[src/inc/fpps_pkg.sv]
package fpps_pkg;
   // Register byte offsets on the bus
   localparam logic [7:0] FCTL_OFS = 8'h00;
   localparam logic [7:0] AUX1_OFS = 8'h04;
   localparam logic [7:0] AUX0_OFS = 8'h08;
   // flash_control_reg layout
   localparam int KEY_HI   = 7;
   localparam int KEY_LO   = 4;
   localparam int MAP_BIT  = 3;
   localparam int SEL_HI   = 2;
   localparam int SEL_LO   = 1;
   localparam int BUSY_BIT = 0;
   localparam logic [7:1] FCTL_RST = 7'h00;
   // aux_control_one / aux_control_zero bits
   localparam int BOOT_BIT = 0;
   localparam int XRAM_BIT = 0;
   localparam logic AUX_RST = 1'b0;
   // Launch key and space codes
   localparam logic [3:0] KEY_FIRST  = 4'h5;
   localparam logic [3:0] KEY_SECOND = 4'ha;
   localparam logic [1:0] SP_USER = 2'b00;
   localparam logic [1:0] SP_XPAGE = 2'b01;
   localparam logic [1:0] SP_SEC  = 2'b10;
   localparam logic [1:0] SP_RSVD = 2'b11;
   // Code space windows
   localparam logic [15:0] USER_TOP  = 16'h7fff;
   localparam logic [15:0] XPAGE_BASE = 16'hff80;
   localparam logic [15:0] BOOT_BASE = 16'hf800;
   localparam logic [15:0] SEC_ADDR  = 16'h0000;
   // Page geometry
   localparam int PAGE_BYTES = 128;
   localparam int IDX_W      = 7;
   localparam int PAGE_W     = 8;
   // Phase timing
   localparam int CLK_NS    = 8;
   localparam int ERASE_NS  = 2000;
   localparam int PROG_NS   = 2000;
   localparam int ERASE_CYC = (ERASE_NS + CLK_NS - 1) / CLK_NS;
   localparam int PROG_CYC  = (PROG_NS + CLK_NS - 1) / CLK_NS;
   typedef enum logic [2:0] {
      ST_IDLE  = 3'b001,
      ST_ERASE = 3'b010,
      ST_PROG  = 3'b100
   } fpps_state_t;
endpackage

[src/inc/fpps_lat_if.sv]
`timescale 1ns/10ps
interface fpps_lat_if;
   logic         wr;
   logic [6:0]   idx;
   logic [7:0]   page;
   logic [7:0]   data;
   logic         clr;
   logic [127:0] mask;
   logic [7:0]   page_q;
   logic [6:0]   rd_idx;
   logic [7:0]   rd_data;
   modport ctl (output wr, idx, page, data, clr, rd_idx, input mask, page_q, rd_data);
   modport lat (input wr, idx, page, data, clr, rd_idx, output mask, page_q, rd_data);
endinterface

[src/verilog/fpps_latch.sv]
`timescale 1ns/10ps
module fpps_latch (
   input wire logic hclk,
   input wire logic hresetn,
   fpps_lat_if.lat  lp
);
   logic [7:0] mem [0:fpps_pkg::PAGE_BYTES-1];

   genvar i;
   generate
      for (i = 0; i < fpps_pkg::PAGE_BYTES; i++) begin : g_ent
         wire hit = lp.wr && (lp.idx == 7'(i));
         // A load in the clearing cycle survives
         always_ff @(posedge hclk or negedge hresetn) begin
            if (!hresetn) begin
               lp.mask[i] <= 1'b0;
            end else if (hit) begin
               lp.mask[i] <= 1'b1;
            end else if (lp.clr) begin
               lp.mask[i] <= 1'b0;
            end
         end
         always_ff @(posedge hclk) begin
            if (hit) begin
               mem[i] <= lp.data;
            end
         end
      end
   endgenerate

   always_ff @(posedge hclk or negedge hresetn) begin
      if (!hresetn) begin
         lp.page_q  <= 8'h00;
         lp.rd_data <= 8'h00;
      end else begin
         if (lp.wr) begin
            lp.page_q <= lp.page;
         end
         lp.rd_data <= mem[lp.rd_idx];
      end
   end
endmodule // fpps_latch

[src/verilog/fpps_key.sv]
`timescale 1ns/10ps
module fpps_key (
   input  wire logic       hclk,
   input  wire logic       hresetn,
   input  wire logic       key_wr,
   input  wire logic [3:0] key_nib,
   input  wire logic       instr_start,
   output logic            launch
);
   logic armed;
   logic seen;

   wire first  = key_wr && (key_nib == fpps_pkg::KEY_FIRST);
   wire second = key_wr && (key_nib == fpps_pkg::KEY_SECOND) && armed;

   // The second key's own instruction start is the one start allowed
   always_ff @(posedge hclk or negedge hresetn) begin
      if (!hresetn) begin
         armed  <= 1'b0;
         seen   <= 1'b0;
         launch <= 1'b0;
      end else begin
         launch <= second;
         if (first) begin
            armed <= 1'b1;
            seen  <= 1'b0;
         end else if (key_wr) begin
            armed <= 1'b0;
         end else if (armed && instr_start) begin
            armed <= !seen;
            seen  <= 1'b1;
         end
      end
   end
endmodule // fpps_key

[src/verilog/fpps_top.sv]
`timescale 1ns/10ps
// What this block does
// Latch-map bit steers data-space writes into the page column latches.
// Latch writes over the whole range; bits 6..0 byte, bits 14..7 page.
// Latch-map bit overrides the external-RAM select.
// Space field picks code reads: user, extra row, security byte; 11 reserved.
// Program only after key nibble 5 then A; the first write does nothing.
// Launch target follows space field; reserved code does nothing.
// Any instruction between the two key writes aborts the launch; the tracker lets one instruction start through and aborts on the second.
// Host keeps interrupts off while programming.
// Busy flag high during programming, low when done.
// Boot-map bit maps the boot array at F800h-FFFFh.
// Latches take from one byte to a whole 128-byte page.
// Erase only loaded bytes, then program them; others untouched.
// Page programmed is the page of the last latch write.
// Host loads latches, launches with 50h then A0h from boot code.
// Host loads extra row latches, launches with 52h then A2h.
// Host sets 0Ch, loads byte at 0000h, launches with 54h then A4h.
// After reset only the user array is readable, nothing else mapped.
// Host clears the control register when no mapping is needed.
// Value 02h maps the extra row at FF80h-FFFFh for reads.
// Value 04h maps the security byte at 0000h for reads.
// Control register: key 7..4, map 3, space 2..1, busy 0, reset zero.
// Software cannot change the busy flag.
// Launches only count while executing from the boot array.
// A control write that is neither key value disarms the tracker.
// Erase and program phases timed by counters; busy drops after both.
module fpps_top #(
   parameter int ERASE_CYCLES = fpps_pkg::ERASE_CYC,
   parameter int PROG_CYCLES  = fpps_pkg::PROG_CYC
) (
   input  wire logic         hclk,
   input  wire logic         hresetn,
   input  wire logic         hsel,
   input  wire logic [31:0]  haddr,
   input  wire logic [1:0]   htrans,
   input  wire logic         hwrite,
   input  wire logic [2:0]   hsize,
   input  wire logic [31:0]  hwdata,
   input  wire logic         hready,
   output logic              hreadyout,
   output logic              hresp,
   output logic [31:0]       hrdata,
   input  wire logic         cpu_instr_start,
   input  wire logic         exec_from_boot,
   input  wire logic         dw_en,
   input  wire logic [15:0]  dw_addr,
   input  wire logic [7:0]   dw_data,
   output logic              xram_we,
   output logic              ext_we,
   input  wire logic [15:0]  cr_addr,
   output logic              cr_user,
   output logic              cr_xpage,
   output logic              cr_sec,
   output logic              cr_boot,
   output logic              cr_ext,
   output logic              fl_erase,
   output logic              fl_prog,
   output logic [1:0]        fl_target,
   output logic [7:0]        fl_page,
   output logic [127:0]      fl_mask,
   input  wire logic [6:0]   fl_rd_idx,
   output logic [7:0]        fl_rd_data
);
   fpps_lat_if lp ();

   fpps_pkg::fpps_state_t state;
   fpps_pkg::fpps_state_t next_state;

   logic [7:1]  fctl_q;
   logic        boot_map_bit;
   logic        external_ram_select;
   logic        dph_wr;
   logic [7:0]  dph_addr;
   logic [15:0] cnt;
   logic [15:0] next_cnt;
   logic        launch;
   logic [15:0] busy_len;

   // Bus slave: single-cycle, always OKAY
   wire aph     = hsel && htrans[1] && hready;
   wire wr_fctl = dph_wr && (dph_addr == fpps_pkg::FCTL_OFS);
   wire wr_aux1 = dph_wr && (dph_addr == fpps_pkg::AUX1_OFS);
   wire wr_aux0 = dph_wr && (dph_addr == fpps_pkg::AUX0_OFS);

   wire       latch_map_bit      = fctl_q[fpps_pkg::MAP_BIT];
   wire [1:0] space_select_field = fctl_q[fpps_pkg::SEL_HI:fpps_pkg::SEL_LO];
   wire [3:0] launch_key_nibble  = fctl_q[fpps_pkg::KEY_HI:fpps_pkg::KEY_LO];
   wire       prog_busy_flag     = (state != fpps_pkg::ST_IDLE);

   wire [7:0] fctl_rd = {fctl_q, prog_busy_flag};
   wire       rd_fctl = (haddr[7:0] == fpps_pkg::FCTL_OFS);
   wire       rd_aux1 = (haddr[7:0] == fpps_pkg::AUX1_OFS);
   wire       rd_aux0 = (haddr[7:0] == fpps_pkg::AUX0_OFS);
   wire [7:0] rd_mux  = rd_fctl ? fctl_rd :
                        rd_aux1 ? {7'h00, boot_map_bit} :
                        rd_aux0 ? {7'h00, external_ram_select} : 8'h00;

   assign hreadyout = 1'b1;
   assign hresp     = 1'b0;

   always_ff @(posedge hclk or negedge hresetn) begin
      if (!hresetn) begin
         dph_wr   <= 1'b0;
         dph_addr <= 8'h00;
         hrdata   <= 32'h0000_0000;
      end else begin
         dph_wr   <= aph && hwrite;
         dph_addr <= haddr[7:0];
         hrdata   <= (aph && !hwrite) ? {24'h00_0000, rd_mux} : 32'h0000_0000;
      end
   end

   // Bit 0 is never stored, so software cannot touch busy
   always_ff @(posedge hclk or negedge hresetn) begin
      if (!hresetn) begin
         fctl_q              <= fpps_pkg::FCTL_RST;
         boot_map_bit        <= fpps_pkg::AUX_RST;
         external_ram_select <= fpps_pkg::AUX_RST;
      end else begin
         if (wr_fctl) begin
            fctl_q <= hwdata[7:1];
         end
         if (wr_aux1) begin
            boot_map_bit <= hwdata[fpps_pkg::BOOT_BIT];
         end
         if (wr_aux0) begin
            external_ram_select <= hwdata[fpps_pkg::XRAM_BIT];
         end
      end
   end

   fpps_key i_fpps_key (
      .hclk        (hclk),
      .hresetn     (hresetn),
      .key_wr      (wr_fctl),
      .key_nib     (hwdata[fpps_pkg::KEY_HI:fpps_pkg::KEY_LO]),
      .instr_start (cpu_instr_start),
      .launch      (launch)
   );

   // Space field is the one written with the second key
   wire launch_ok = launch && (space_select_field != fpps_pkg::SP_RSVD)
                    && exec_from_boot
                    && (state == fpps_pkg::ST_IDLE);

   // Data-space write routing
   assign lp.wr   = dw_en && latch_map_bit;
   assign lp.idx  = dw_addr[6:0];
   assign lp.page = dw_addr[14:7];
   assign lp.data = dw_data;
   assign xram_we = dw_en && !latch_map_bit && !external_ram_select;
   assign ext_we  = dw_en && !latch_map_bit && external_ram_select;

   // Code-space read decode; boot window wins over everything
   wire in_boot = boot_map_bit && (cr_addr >= fpps_pkg::BOOT_BASE);
   wire in_xpage = (space_select_field == fpps_pkg::SP_XPAGE)
                   && (cr_addr >= fpps_pkg::XPAGE_BASE);
   wire in_sec   = (space_select_field == fpps_pkg::SP_SEC)
                   && (cr_addr == fpps_pkg::SEC_ADDR);
   assign cr_boot  = in_boot;
   assign cr_xpage = !in_boot && in_xpage;
   assign cr_sec   = !in_boot && in_sec;
   assign cr_user  = !in_boot && !in_xpage && !in_sec
                     && (cr_addr <= fpps_pkg::USER_TOP);
   assign cr_ext   = !in_boot && !in_xpage && !in_sec
                    && (cr_addr > fpps_pkg::USER_TOP);

   // Sequencer: erase loaded bytes, then program them
   always_comb begin
      next_state = state;
      next_cnt   = cnt;
      case (state)
         fpps_pkg::ST_IDLE: begin
            if (launch_ok) begin
               next_state = fpps_pkg::ST_ERASE;
               next_cnt   = 16'(ERASE_CYCLES - 1);
            end
         end
         fpps_pkg::ST_ERASE: begin
            if (cnt == 16'h0000) begin
               next_state = fpps_pkg::ST_PROG;
               next_cnt   = 16'(PROG_CYCLES - 1);
            end else begin
               next_cnt = cnt - 16'h0001;
            end
         end
         fpps_pkg::ST_PROG: begin
            if (cnt == 16'h0000) begin
               next_state = fpps_pkg::ST_IDLE;
            end else begin
               next_cnt = cnt - 16'h0001;
            end
         end
         default: begin
            next_state = fpps_pkg::ST_IDLE;
            next_cnt   = 16'h0000;
         end
      endcase
   end

   always_ff @(posedge hclk or negedge hresetn) begin
      if (!hresetn) begin
         state <= fpps_pkg::ST_IDLE;
         cnt   <= 16'h0000;
      end else begin
         state <= next_state;
         cnt   <= next_cnt;
      end
   end

   // Target and page are frozen at launch so later loads cannot move them
   always_ff @(posedge hclk or negedge hresetn) begin
      if (!hresetn) begin
         fl_erase  <= 1'b0;
         fl_prog   <= 1'b0;
         fl_target <= fpps_pkg::SP_USER;
         fl_page   <= 8'h00;
      end else begin
         fl_erase <= (next_state == fpps_pkg::ST_ERASE);
         fl_prog  <= (next_state == fpps_pkg::ST_PROG);
         if (launch_ok) begin
            fl_target <= space_select_field;
            fl_page   <= lp.page_q;
         end
      end
   end

   // Only loaded bytes are touched; the mask empties when done, except bytes loaded in the clearing cycle
   assign lp.clr     = (state == fpps_pkg::ST_PROG) && (cnt == 16'h0000);
   assign lp.rd_idx  = fl_rd_idx;
   assign fl_mask    = lp.mask;
   assign fl_rd_data = lp.rd_data;

   fpps_latch i_fpps_latch (
      .hclk    (hclk),
      .hresetn (hresetn),
      .lp      (lp)
   );

   // Helper: length of each busy stretch
   always_ff @(posedge hclk or negedge hresetn) begin
      if (!hresetn) begin
         busy_len <= 16'h0000;
      end else if (prog_busy_flag) begin
         busy_len <= busy_len + 16'h0001;
      end else begin
         busy_len <= 16'h0000;
      end
   end

   localparam int BUSY_TOTAL = ERASE_CYCLES + PROG_CYCLES;
endmodule // fpps_top

[config.mk]
export PLATFORM = sky130hd
export DESIGN_NAME = fpps_top
export DESIGN_NICKNAME = d
export VERILOG_FILES = /design/src/inc/fpps_pkg.sv /design/src/inc/fpps_lat_if.sv /design/src/verilog/fpps_latch.sv /design/src/verilog/fpps_key.sv /design/src/verilog/fpps_top.sv
export SDC_FILE = /design/constraint.sdc
export NUM_CORES = 1
export LEC_CHECK = 0
export BUFFER_PORTS_ARGS = -buffer_cell sky130_fd_sc_hd__buf_4
export CAP_MARGIN = 20
export CORE_MARGIN = 2
export CORE_UTILIZATION = 41
export CTS_CLUSTER_SIZE = 25
export DETAILED_ROUTE_END_ITERATION = 7
export HOLD_SLACK_MARGIN = 0.12
export PLACE_DENSITY = 0.59
export SYNTH_ARGS = -nofsm -noshare
export SYNTH_HDL_FRONTEND = slang
export SYNTH_SLANG_ARGS = --single-unit
[constraint.sdc]
create_clock -name hclk -period 3.3 [get_ports hclk]
set_input_delay 0.165 -clock hclk [delete_from_list [all_inputs] [get_ports hclk]]
set_output_delay 0.165 -clock hclk [all_outputs]
set_load 0.005 [all_outputs]
### Word level (Yosys, flattened, before mapping)

Memories as Yosys holds them, arrays and structs flattened. A register that Yosys moved wholly into a read port is not among the register bits.
Index checks and enable logic that the tools add are counted.

* bits in registers: 196
* bits in writable memories: 1024
* word-level logic and storage cells: 1507
* memories: 1

Memories
* i_fpps_latch.mem: words 128, bits a word 8, read ports 1, clocked after Yosys merged registers in 1, write ports 1, RTL line fpps_latch.sv:7 `logic [7:0] mem [0:fpps_pkg::PAGE_BYTES-1];`

* $add $sub $neg: 1
* magnitude comparators: 4
* equality and inequality tests: 145
* multiplexer cells: 784
* reduce and logical (&&, ||, !) cells: 428

Operators with widths (number)
* two-way mux 8 bit: 129
* OR reduction 8 bit: 127
* two-way mux 7 bit: 127
* two-way mux 1 bit: 520
* equality test 7 bit, second input constant: 64
* nonzero test 2 bit: 129
* equality test 7 x 6 -> 1 bit, second input constant: 32
* logical AND 1 bit: 156
* equality test 7 x 5 -> 1 bit, second input constant: 16
* equality test 7 x 4 -> 1 bit, second input constant: 8
* two-way mux 16 bit: 3
* case mux 16 bit (3 select lines): 1
* >= comparator 16 bit, second input constant: 2
* zero test 16 bit: 2
* equality test 7 x 3 -> 1 bit, second input constant: 4
* equality test 8 x 3 -> 1 bit, second input constant: 2
* equality test 8 x 4 -> 1 bit, second input constant: 2
* > comparator 16 x 15 -> 1 bit, second input constant: 1
* <= comparator 16 x 15 -> 1 bit, second input constant: 1
* zero test 8 bit: 2
* subtractor 16 x 1 -> 16 bit, second input constant: 1
* equality test 7 x 2 -> 1 bit, second input constant: 2
* two-way mux 3 bit: 3
* case mux 3 bit (3 select lines): 1
* 14 further kinds: 27

### Logic depth before layout (Yosys ltp)

Gate-level depths: netlist of the first run.

* word-level depth: 132
* depth in mapped cells: 8
* gate-level depth less buffers: 7

### Hierarchy

From an unflattened synthesis of the first run, not the netlist that was laid out.

* cells, all modules: 2365
* area total of the unflattened synthesis: 47684.5 µm²

Modules (own cells, without submodules)
* fpps_latch: instances 1, cells an instance 2081, area an instance 44655.3 µm², seq. area each 34352.9 µm²
* fpps_top: instances 1, cells an instance 273, area an instance 2890.3 µm², seq. area each 1427.6 µm²
* fpps_key: instances 1, cells an instance 11, area an instance 138.9 µm², seq. area each 75.1 µm²

### Worst setup path before layout of the first run

No wires, ideal clock.

* path kind: input -> register
* start point: input port fl_rd_idx[0]
* end point: register i_fpps_latch.lp.rd_data[0], read port of i_fpps_latch.mem
* library setup time: 125 ps
* arrival: 2519 ps
* setup slack: 656 ps
* cell stages on the path: 6
* path through: clkbuf_1 buf_1 mux4_2 mux4_2 mux4_2 mux2_2

RTL lines
* from (decl): RTL line fpps_top.sv:62 `input wire logic [6:0] fl_rd_idx,`
* to (decl): RTL line fpps_lat_if.sv:13 `modport lat (input wr, idx, page, data, clr, rd_idx, output mask, page_q, rd_data);`

==> out/metrics.cfg, run 1 <==
[grt]
grt_start_max_net_pins = 99
grt_pass1_vias = 24973
grt_use_total_pct = 19.6
grt_first_pass_wirelength_um = 168000
overflow = 0
antenna_found_initial = 4

[worst_hold_path]
hold_path_class = input pin to flip-flop

[synthesis]
yosys_warnings = 0
syn_inst = 2239
yosys.area.top_type = edfxtp_1
synth_area_leaders = edfxtp_1 (65%), mux4_2 (16%), dfrtp_1 (11%)
synth_common_cells = edfxtp_1 (1024), mux4_2 (336), dfrtp_1 (203)
syn_area_um2 = 47200
async_reset_ff_share_pct = 16.6
synth_cell_types = 52
synthFlopType = edfxtp_1
postSynthAreaPerCell_um2 = 21.1
ys_ff_latch = 1228
synth_top_cell_area_share_pct = 65.1
yosysMostFrequentCell = edfxtp_1
seq_area_frac_synth_pct = 75.9
synth_edf_count = 1024

[worst_setup_path]
path_class = flip-flop to flip-flop
cp.required_ps = 3910
crit_chain = mux4_2, mux4_2, mux4_2, mux2_2, dlygate4sd3_1
worstPathArrival_ps = 3560
cp_slowest_cell = mux4_2
crit_path_max_incr_delay_ps = 590
path_max_fanout = 1
cp-end-kind = flip-flop
startpoint_type = flip-flop
r2r_setup_slack_ps = 350
cpLargestDelayFamily = multiplexers
crit_path_frequent_cell = mux4_2
critPathBufInv = 1

[floorplanning]
num_io_pins = 313
start_util_pct = 41.3
die_w_um = 343
core_um2 = 114000
die_h_um = 343
num_rows = 124
die-area_um2 = 118000

[pwr]
powerDensity_nw_per_um2 = 572
p_leak_uw = 0.0211
ir_worst_vdd_v = 0.000376

[place]
place_inst = 4090
dpl.hpwl_um = 75500
portBuffers = 233
dpl_worst_slack_ps = 302
place_congestion = 0.833
dpl_cell_area_um2 = 52200

[layout]
fin_util_pct = 49.9
drive_gt1_share_pct = 34.9
nets = 2902
final_area_um2 = 57100
final_cells = 4392
syn2layout_area_growth_pct = 20.8

[sta]
slew_viol_final = 0
worst_pin_slew_ps = 1130
fmax_mhz = 339
setup_viol = 0
hold_viol = 0
setup_ws_ps = 352
finalCritPeriodShare_pct = 89.3
final.setup_skew_ps = 24.8
fin_setup_tns_ps = 0
finalCriticalPeriod_ps = 2950
rsz0062_at_grt = no
slew-limit-headroom_pct = 24.5

[clocking]
insertion_delay_ps = 730
cts_buffers = 131
clockBufferDepth = 3
htreeDepth = 4
clock_sinks = 1228
cts.clk_slew.worst_paths_ps = 60
cts-root-buf = clkbuf_16
cts_tree = yes
post_cts_resized = 0

[detailed_routing]
ant_nets = 0
drc_errors = 0
routed_wl_um = 115000
viasPerCell = 5.47
vias = 24023
wire_per_inst_um = 26.2
dr.pass1.iters = 8
drt_iter0_drc = 2150

[job]
drv_cap = 0

[outcome]
status = completed

what timing repair did:
item                      CTS  global route
buffers inserted            0             0
hold buffers               65             0
hold endpoints to repair  641             0
cell type report:
class | instances | area [µm²]
clock inverters | 56 | 553
flip-flops and latches | 1228 | 35900
inverters | 4 | 15.0
repair buffers | 525 | 4380
fillers | 9095 | 57300
well taps | 1512 | 1890
diodes | 1 | 2.50
multi-input cells | 886 | 10800
clock buffers | 180 | 3620
worst min-delay path: cells and delay by family:
| kind | cells | cell delay, ps |
|---|---|---|
| buf+inv | 1 | 300 |
| mux | 2 | 400 |
placed cells by master (no fill, tap or decap), types with 9 or more instances in the layout:
cell type	synthesis	routed
a21o_1	129	129
and2_1	12	12
buf_12	0	19
buf_4	35	438
clkbuf_1	65	37
clkbuf_16	0	134
clkbuf_8	0	9
clkinv_1	0	21
clkinv_2	0	12
conb_1	2	26
dfrtp_1	203	203
dlygate4sd3_1	0	64
edfxtp_1	1024	1024
mux2_2	24	24
mux4_2	336	336
nand2_1	64	64
nand3_1	18	18
nand4_1	14	14
nor2_1	158	158
nor3_1	9	9
report_power, final:
group / leakage [µW] / internal [µW] / switching (µW)
Clock: 0.00203 / 8330 / 5930
Sequential: 0.0119 / 16800 / 33.8
Combinational: 0.00717 / 677 / 832
Total: 0.0211 / 25800 / 6800
metrics by stage:
stage / hold slack, ps / total power [µW]
final: 177 / 32600
after global routing: 170 / 33600
after CTS: 139 / 33000
after detailed placement: 238 / 18700
after global placement: 239 / 18600
after floorplan: -131 / 17900
routing by layer:
metal  wire length (µm)  track usage [%]
met1              47500             26.5
met2              57900             32.9
met3               7190             4.01
met4               2250             4.96
met5                 54                0
path summary, 6_finish.rpt:
check / cells past startpoint / end / startpoint
setup reg to reg: 5 / i_fpps_latch.lp.rd_data[1] / i_fpps_latch.mem[119][1]
max in group asynchronous: 4 / dph_wr / hresetn
hold / removal: 3 / i_fpps_latch.lp.rd_data[0] / fl_rd_idx[3]
setup / recovery: 5 / i_fpps_latch.lp.rd_data[1] / i_fpps_latch.mem[119][1]
hold reg to reg: 1 / i_fpps_latch.lp.mask[22] / i_fpps_latch.lp.mask[22]
min in group asynchronous: 4 / i_fpps_latch.lp.mask[84] / hresetn
flip-flops by register name, summed over array words and instances, names as in the netlist, 2 cells and up:
name and cells:
fctl_q 7, i_fpps_latch.mem 1024, i_fpps_latch.lp.page_q 8, hrdata 8, state 3, i_fpps_latch.lp.rd_data 8, i_fpps_latch.lp.mask 128, fl_page 8
fl_target 2, cnt 16, dph_addr 8
logic make-up after synthesis:
| kind of cell | count (synthesis) | share of synthesized area, % |
|---|---|---|
| AOI/OAI and AO/OA | 171 | 2.70 |
| buffers and inverters | 149 | 1.54 |
| DFF | 1228 | 75.9 |
| other | 2 | 0.0159 |
| xor gates and xnor gates | 1 | 0.0185 |
| adders and majority gates | 2 | 0.0530 |
| and+or+nand+nor | 324 | 3.15 |
| muxes | 362 | 16.6 |
Note: power is estimated with default switching activity, not from simulation.
==> run 2: changes to the inputs <==
--- a/config.mk
+++ b/config.mk
@@ -12,4 +12,5 @@
 export CTS_CLUSTER_SIZE = 25
 export DETAILED_ROUTE_END_ITERATION = 7
+export GPL_ROUTABILITY_DRIVEN = 0
 export HOLD_SLACK_MARGIN = 0.12
 export PLACE_DENSITY = 0.59
==> constraint.sdc (replaced) <==
create_clock -name hclk -period 3.3 [get_ports hclk]
set_input_delay 0.495 -clock hclk [delete_from_list [all_inputs] [get_ports hclk]]
set_output_delay 0.495 -clock hclk [all_outputs]
set_load 0.005 [all_outputs]
==> run 2 against run 1 <==
Register-to-register slack better by 260 ps. Sequential share of layout area grew 0.15 points. Non-clock buffer count fell by 37. Combinational power hardly changed. Final cell count is 0.91% lower. Global-route usage fell by 0.18 points. Wire length shrank 1.2%. Utilization is 0.12 points lower. Flip-flop and latch count stayed put. Critical path type unchanged.
==> out/metrics.cfg, run 2 (synthesized netlist as in run 1, its figures left out) <==
[grt]
grt_use_total_pct = 19.5  ; was 19.6%
grt_first_pass_wirelength_um = 167000  ; was 168000 µm
overflow = 0  ; unchanged
grt_pass1_vias = 24551  ; was 24973
antenna_found_initial = 10  ; was 4
grt_start_max_net_pins = 97  ; was 99

[layout]
largest_register_ffs = 1024  ; unchanged
final_common_cell = edfxtp_1  ; unchanged
nets = 2865  ; was 2902
drive_gt1_share_pct = 35.6  ; was 34.9%
most-common-layout-cells = edfxtp_1 (1024), buf_4 (430), mux4_2 (336)  ; was edfxtp_1 (1024), buf_4 (438), mux4_2 (336)
final_cells = 4352  ; was 4392
syn2layout_area_growth_pct = 20.5  ; was 20.8%
regMostFlops = i_fpps_latch.mem  ; unchanged
largest_registers = i_fpps_latch.mem: 1024 flops, i_fpps_latch.lp.mask: 128 flops, cnt: 16 flops  ; unchanged

[sta]
worst_pin_slew_ps = 885  ; was 1130 ps
finalCriticalPeriod_ps = 2690  ; was 2950 ps
fmax_mhz = 372  ; was 339 MHz
slew-limit-headroom_pct = 40.8  ; was 24.5%
finalCritPeriodShare_pct = 81.6  ; was 89.3%
hold_ws_ps = 204  ; was 177 ps
setup_viol = 0  ; unchanged
hold_viol = 0  ; unchanged
slew_viol_final = 0  ; unchanged
fin_setup_tns_ps = 0  ; unchanged
rsz0062_at_grt = no  ; unchanged
final.setup_skew_ps = 28.7  ; was 24.8 ps

[clocking]
cts_tree = yes  ; unchanged
clock_sinks = 1228  ; unchanged
cts-root-buf = clkbuf_16  ; unchanged
clockBufferDepth = 3  ; unchanged
cts_buffers = 131  ; unchanged
insertion_delay_ps = 720  ; was 730 ps
cts_hold_buf = 30  ; was 65
cts.clk_slew.worst_paths_ps = 60  ; about the same
htreeDepth = 4  ; unchanged
post_cts_buffers = 0  ; unchanged
post_cts_resized = 0  ; unchanged

[detailed_routing]
drt_iter0_drc = 2068  ; was 2150
viasPerCell = 5.46  ; was 5.47
top_layer = met5  ; unchanged
drc_errors = 0  ; unchanged
vias = 23746  ; was 24023
wl_met3_um = 8220  ; was 7190 µm
routed_wl_um = 114000  ; was 115000 µm
wire_per_inst_um = 26.1  ; was 26.2 µm
wl_met1_um = 46200  ; was 47500 µm
ant_nets = 0  ; unchanged
met2_length_um = 56800  ; was 57900 µm
dr.pass1.iters = 6  ; was 8

[floorplanning]
start_util_pct = 41.3  ; unchanged
num_io_pins = 313  ; unchanged
num_rows = 124  ; unchanged
core_um2 = 114000  ; unchanged
die-area_um2 = 118000  ; unchanged
die_w_um = 343  ; unchanged
die_h_um = 343  ; unchanged

[place]
dpl.hpwl_um = 76500  ; was 75500 µm
portBuffers = 233  ; unchanged
place_inst = 4087  ; was 4090

[pwr]
ir_worst_vdd_v = 0.000521  ; was 0.000376 V
powerDensity_nw_per_um2 = 582  ; was 572 nW/µm²
power_uw = 33100  ; was 32600 µW
p_leak_uw = 0.0211  ; about the same

[worst_setup_path]
cp.required_ps = 3880  ; was 3910 ps
path_max_fanout = 56  ; was 1
path_class = flip-flop to flip-flop  ; unchanged
worstPathArrival_ps = 3280  ; was 3560 ps
startpoint_type = flip-flop  ; unchanged
cp-end-kind = flip-flop  ; unchanged

[outcome]
status = completed  ; unchanged

[worst_hold_path]
hold_path_class = input pin to flip-flop  ; unchanged

[job]
drv_cap = 0  ; unchanged

[run 2: changes by cell type in the layout (fill, tap and decap cells not counted), sizes merged]
cell         change
clkinvlp         +6
dlygate4sd3     -34
inv              -3
clkbuf           -8
bufinv           +8
clkinv           -6
buf              -3
[run 2: area by class of cell]
cell class,count,area (µm²)
Antenna cell,1,2.50
Clock buffer,172,3590
Clock inverter,61,743
Fill cell,9117,57400
Inverter,4,15.0
Multi-Input combinational cell,886,10800
Sequential cell,1228,35900
Tap cell,1512,1890
Timing Repair Buffer,488,4080
[run 2: metrics by stage]
| stage | worst slack (ps) | util [%] | area (µm²) |
|---|---|---|---|
| global placement | 54.9 | 45.7 | 52300 |
| global route | 459 | 49.8 | 56900 |
| CTS | 648 | 49.8 | 56900 |
| detailed placement | 53.3 | 45.7 | 52300 |
| floorplan | 326 | - | 47300 |
| finish | 608 | 49.8 | 56900 |
[run 2: path summary, 6_finish.rpt]
check                      cells past startpoint  slack [ps]                         to                startpoint
max                                            5         610   i_fpps_latch.lp.mask[30]                    cnt[7]
min                                            1         200    i_fpps_latch.mem[36][2]                dw_data[2]
max reg2reg                                    5         610   i_fpps_latch.lp.mask[30]                    cnt[7]
min reg2reg                                    1         470   i_fpps_latch.lp.mask[84]  i_fpps_latch.lp.mask[84]
max in group asynchronous                      3        2130    i_fpps_latch.lp.mask[4]                   hresetn
min in group asynchronous                      2         360  i_fpps_latch.lp.mask[122]                   hresetn
[run 2: layer usage]
metal / vias up / GRT usage [%]
li1: 10127 / -
met1: 12580 / 26.3
met2: 864 / 32.4
met3: 167 / 4.05
met4: 8 / 4.87
met5: - / 0
[run 2: power breakdown]
part	leakage (µW)	switching [µW]	internal (µW)	total [µW]
Combinational	0.00703	831	657	1490
Sequential	0.0119	33.4	16800	16900
Clock	0.00210	5860	8910	14800
Total	0.0211	6730	26400	33100
[run 2: critical path, cell delays in order, from the launching register on]
cell and delay (ps):
dfrtp_1 440, nor3_1 420, nand3b_1 250, or4_4 850, buf_12 290, a21o_1 230
==> run 3: changes to the inputs <==
PLACE_DENSITY = 0.61   (was 0.59)
clock period = 2.27 ns   (was 3.3 ns; I/O delays follow)
==> run 3 against run 2 <==
The flow now finishes with violations (setup timing). Flip-flop and latch count stayed put. Critical path depth down 1. Maximum frequency rose by 13%. Non-clock buffer count increased by 67. Utilization up 0.33 points. Clock skew grew 1.6 ps. Clock power increased by 33%. Worst hold slack worse by 45 ps. Combinational power up 52%. Sequential power increased by 45%. First-iteration DRC count up 22%. Global-route usage up 0.89 points. Highest routed layer unchanged.
==> out/metrics.cfg, run 3 (synthesized netlist as in run 1, its figures left out) <==
[outcome]
status = finished with violations  ; was completed
violations = setup timing

[layout]
drive_gt1_share_pct = 37.3  ; was 35.6%
regMostFlops = i_fpps_latch.mem  ; unchanged
nets = 2920  ; was 2865
final_common_cell = edfxtp_1  ; unchanged
largest_register_ffs = 1024  ; unchanged
syn2layout_area_growth_pct = 21.3  ; was 20.5%
fin_util_pct = 50.1  ; was 49.8%
largest_registers = i_fpps_latch.mem: 1024 flops, i_fpps_latch.lp.mask: 128 flops, cnt: 16 flops  ; unchanged
most-common-layout-cells = edfxtp_1 (1024), buf_4 (477), mux4_2 (336)  ; was edfxtp_1 (1024), buf_4 (430), mux4_2 (336)
antenna_cells = 0  ; was 1
fill_cells = 9101  ; was 9117
final_cells = 4409  ; was 4352

[clocking]
insertion_delay_ps = 710  ; was 720 ps
cts-root-buf = clkbuf_16  ; unchanged
htreeDepth = 3  ; was 4
cts_tree = yes  ; unchanged
cts_buffers = 119  ; was 131
clockBufferDepth = 3  ; unchanged
clock_sinks = 1228  ; unchanged
cts.clk_slew.worst_paths_ps = 60  ; about the same

[worst_setup_path]
r2r_setup_slack_ps = -110  ; was 610 ps
startpoint = i_fpps_latch.mem[103][6]  ; was cnt[7]
ff2ff_path_depth = 4  ; was 5
crit_path_frequent_cell = mux4_2
crit_path_max_incr_delay_ps = 580  ; was 850 ps
startpoint_type = flip-flop  ; unchanged
path_class = flip-flop to flip-flop  ; unchanged
cp_slowest_cell = mux4_2  ; was or4_4
r2r-end = i_fpps_latch.lp.rd_data[6]  ; was i_fpps_latch.lp.mask[30]
path_max_fanout = 1  ; was 56
r2r-start = i_fpps_latch.mem[103][6]  ; was cnt[7]
crit_chain = mux4_2, mux4_2, mux4_2, mux2_4  ; was nor3_1, nand3b_1, or4_4, buf_12, a21o_1
crit_end = i_fpps_latch.lp.rd_data[6]  ; was i_fpps_latch.lp.mask[30]
cp.required_ps = 2870  ; was 3880 ps
worstPathArrival_ps = 2980  ; was 3280 ps
cp-end-kind = flip-flop  ; unchanged

[grt]
grt_pass1_vias = 25449  ; was 24551
grt_first_pass_wirelength_um = 175000  ; was 167000 µm
gr-usage-met1_pct = 27.4  ; was 26.3%
grt_use_total_pct = 20.4  ; was 19.5%
grt-busiest-layer = met2  ; unchanged
gr-usage-met3_pct = 4.19  ; was 4.05%
use_met2_pct = 33.6  ; was 32.4%
grt_start_max_net_pins = 129  ; was 97
antenna_found_initial = 7  ; was 10
overflow = 0  ; unchanged

[sta]
slew_viol_final = 0  ; unchanged
rsz0062_at_grt = yes  ; was no
fmax_mhz = 420  ; was 372 MHz
fin_setup_tns_ps = -590  ; was 0 ps
final.setup_skew_ps = 30.3  ; was 28.7 ps
slew-limit-headroom_pct = 52.6  ; was 40.8%
hold_viol = 0  ; unchanged
worst_pin_slew_ps = 709  ; was 885 ps
finalCritPeriodShare_pct = 105  ; was 81.6%
setup_ws_ps = -111  ; was 608 ps
finalCriticalPeriod_ps = 2380  ; was 2690 ps
setup_viol = 10  ; was 0

[floorplanning]
core_um2 = 114000  ; unchanged
num_rows = 124  ; unchanged
die-area_um2 = 118000  ; unchanged
start_util_pct = 41.3  ; unchanged
num_io_pins = 313  ; unchanged
die_w_um = 343  ; unchanged
die_h_um = 343  ; unchanged

[pwr]
ir_worst_vdd_v = 0.000639  ; was 0.000521 V
p_int_uw = 36900  ; was 26400 µW
switching_share_pct = 20.6  ; was 20.3%
power_uw = 46500  ; was 33100 µW
p_leak_uw = 0.0213  ; was 0.0211 µW
pwr-share-seq_pct = 52.8  ; was 50.9%
comb_power_share_pct = 4.9  ; was 4.5%
powerDensity_nw_per_um2 = 811  ; was 582 nW/µm²
switchingPower_uw = 9560  ; was 6730 µW
power.share.clock_pct = 42.3  ; was 44.6%

[job]
drv_cap = 0  ; unchanged

[place]
place_inst = 4147  ; was 4087
dpl.hpwl_um = 80500  ; was 76500 µm
portBuffers = 233  ; unchanged
dpl_worst_slack_ps = -765  ; was 53.3 ps

[worst_hold_path]
hold_path_class = input pin to asynchronous set/reset pin  ; was input pin to flip-flop

[detailed_routing]
dr.pass1.iters = 6  ; unchanged
wire_per_inst_um = 27.0  ; was 26.1 µm
viasPerCell = 5.53  ; was 5.46
drc_errors = 0  ; unchanged
routed_wl_um = 119000  ; was 114000 µm
drt_iter0_drc = 2514  ; was 2068
ant_nets = 0  ; unchanged
vias = 24394  ; was 23746

## run 3: cell types whose count changed in the layout (fill, tap and decap cells not counted), sizes merged
cell,previous run,this run
clkinv,32,42
diode,1,0
buf,458,520
clkinvlp,7,2
inv,10,6
bufinv,16,8
clkbuf,172,170
dlygate4sd3,30,35
## run 3: worst min path at each step
| stage | startpoint | to | slack (ps) | cells past startpoint |
|---|---|---|---|---|
| floorplan | hresetn | boot_map_bit | 40 | 0 |
| global placement | hresetn | i_fpps_latch.lp.mask[90] | 330 | 1 |
| detailed placement | hresetn | i_fpps_latch.lp.mask[90] | 330 | 1 |
| CTS | dw_data[6] | i_fpps_latch.mem[54][6] | 120 | 1 |
| global route | dw_data[3] | i_fpps_latch.mem[2][3] | 150 | 1 |
| finish | hresetn | i_fpps_latch.lp.mask[90] | 160 | 2 |
## run 3: power by group through the flow
| stage | Sequential (µW) | Clock, µW | Combinational, µW |
|---|---|---|---|
| floorplan | 25000 | 0 | 1160 |
| global placement | 25000 | 0 | 2160 |
| detailed placement | 25000 | 0 | 2220 |
| CTS | 24500 | 20100 | 2280 |
| global route | 24500 | 20900 | 2410 |
| finish | 24500 | 19700 | 2270 |
## run 3: worst max-delay path: cells and delay by family (launching register included)
family | cells | cell delay [ps]
flops | 1 | 400
mux | 4 | 1880
## run 3: area by class of cell
cell class | count | area [µm²] | share of cell area, %
well taps | 1512 | 1890 | 3.30
clock inverters | 54 | 494 | 0.862
multi-input cells | 886 | 10800 | 18.9
flip-flops and latches | 1228 | 35900 | 62.6
repair buffers | 555 | 4770 | 8.32
inverters | 4 | 15.0 | 0.0262
clock buffers | 170 | 3430 | 5.99
## run 3: per-layer routing
layer | vias to the layer above | share of wire [%]
met4 | 8 | 2.8
li1 | 10221 | -
met5 | - | 0.045
met1 | 12957 | 40
met2 | 1016 | 49
met3 | 192 | 7.5
## run 3: per-stage QoR
| step | area (µm²) | hold slack, ps |
|---|---|---|
| after CTS | 57200 | 122 |
| after floorplan | 47700 | 44.9 |
| after global routing | 57300 | 146 |
| after global placement | 52900 | 326 |
| final | 57300 | 158 |
| after detailed placement | 52900 | 333 |
## run 3: timing repair
action                                  CTS  global route
pin swaps                                 3             9
endpoints found under the hold margin   310             1
hold buffers                             34             2
gates resized for setup                   7            16
endpoints found under the setup margin   12           108
setup buffers                             4             0
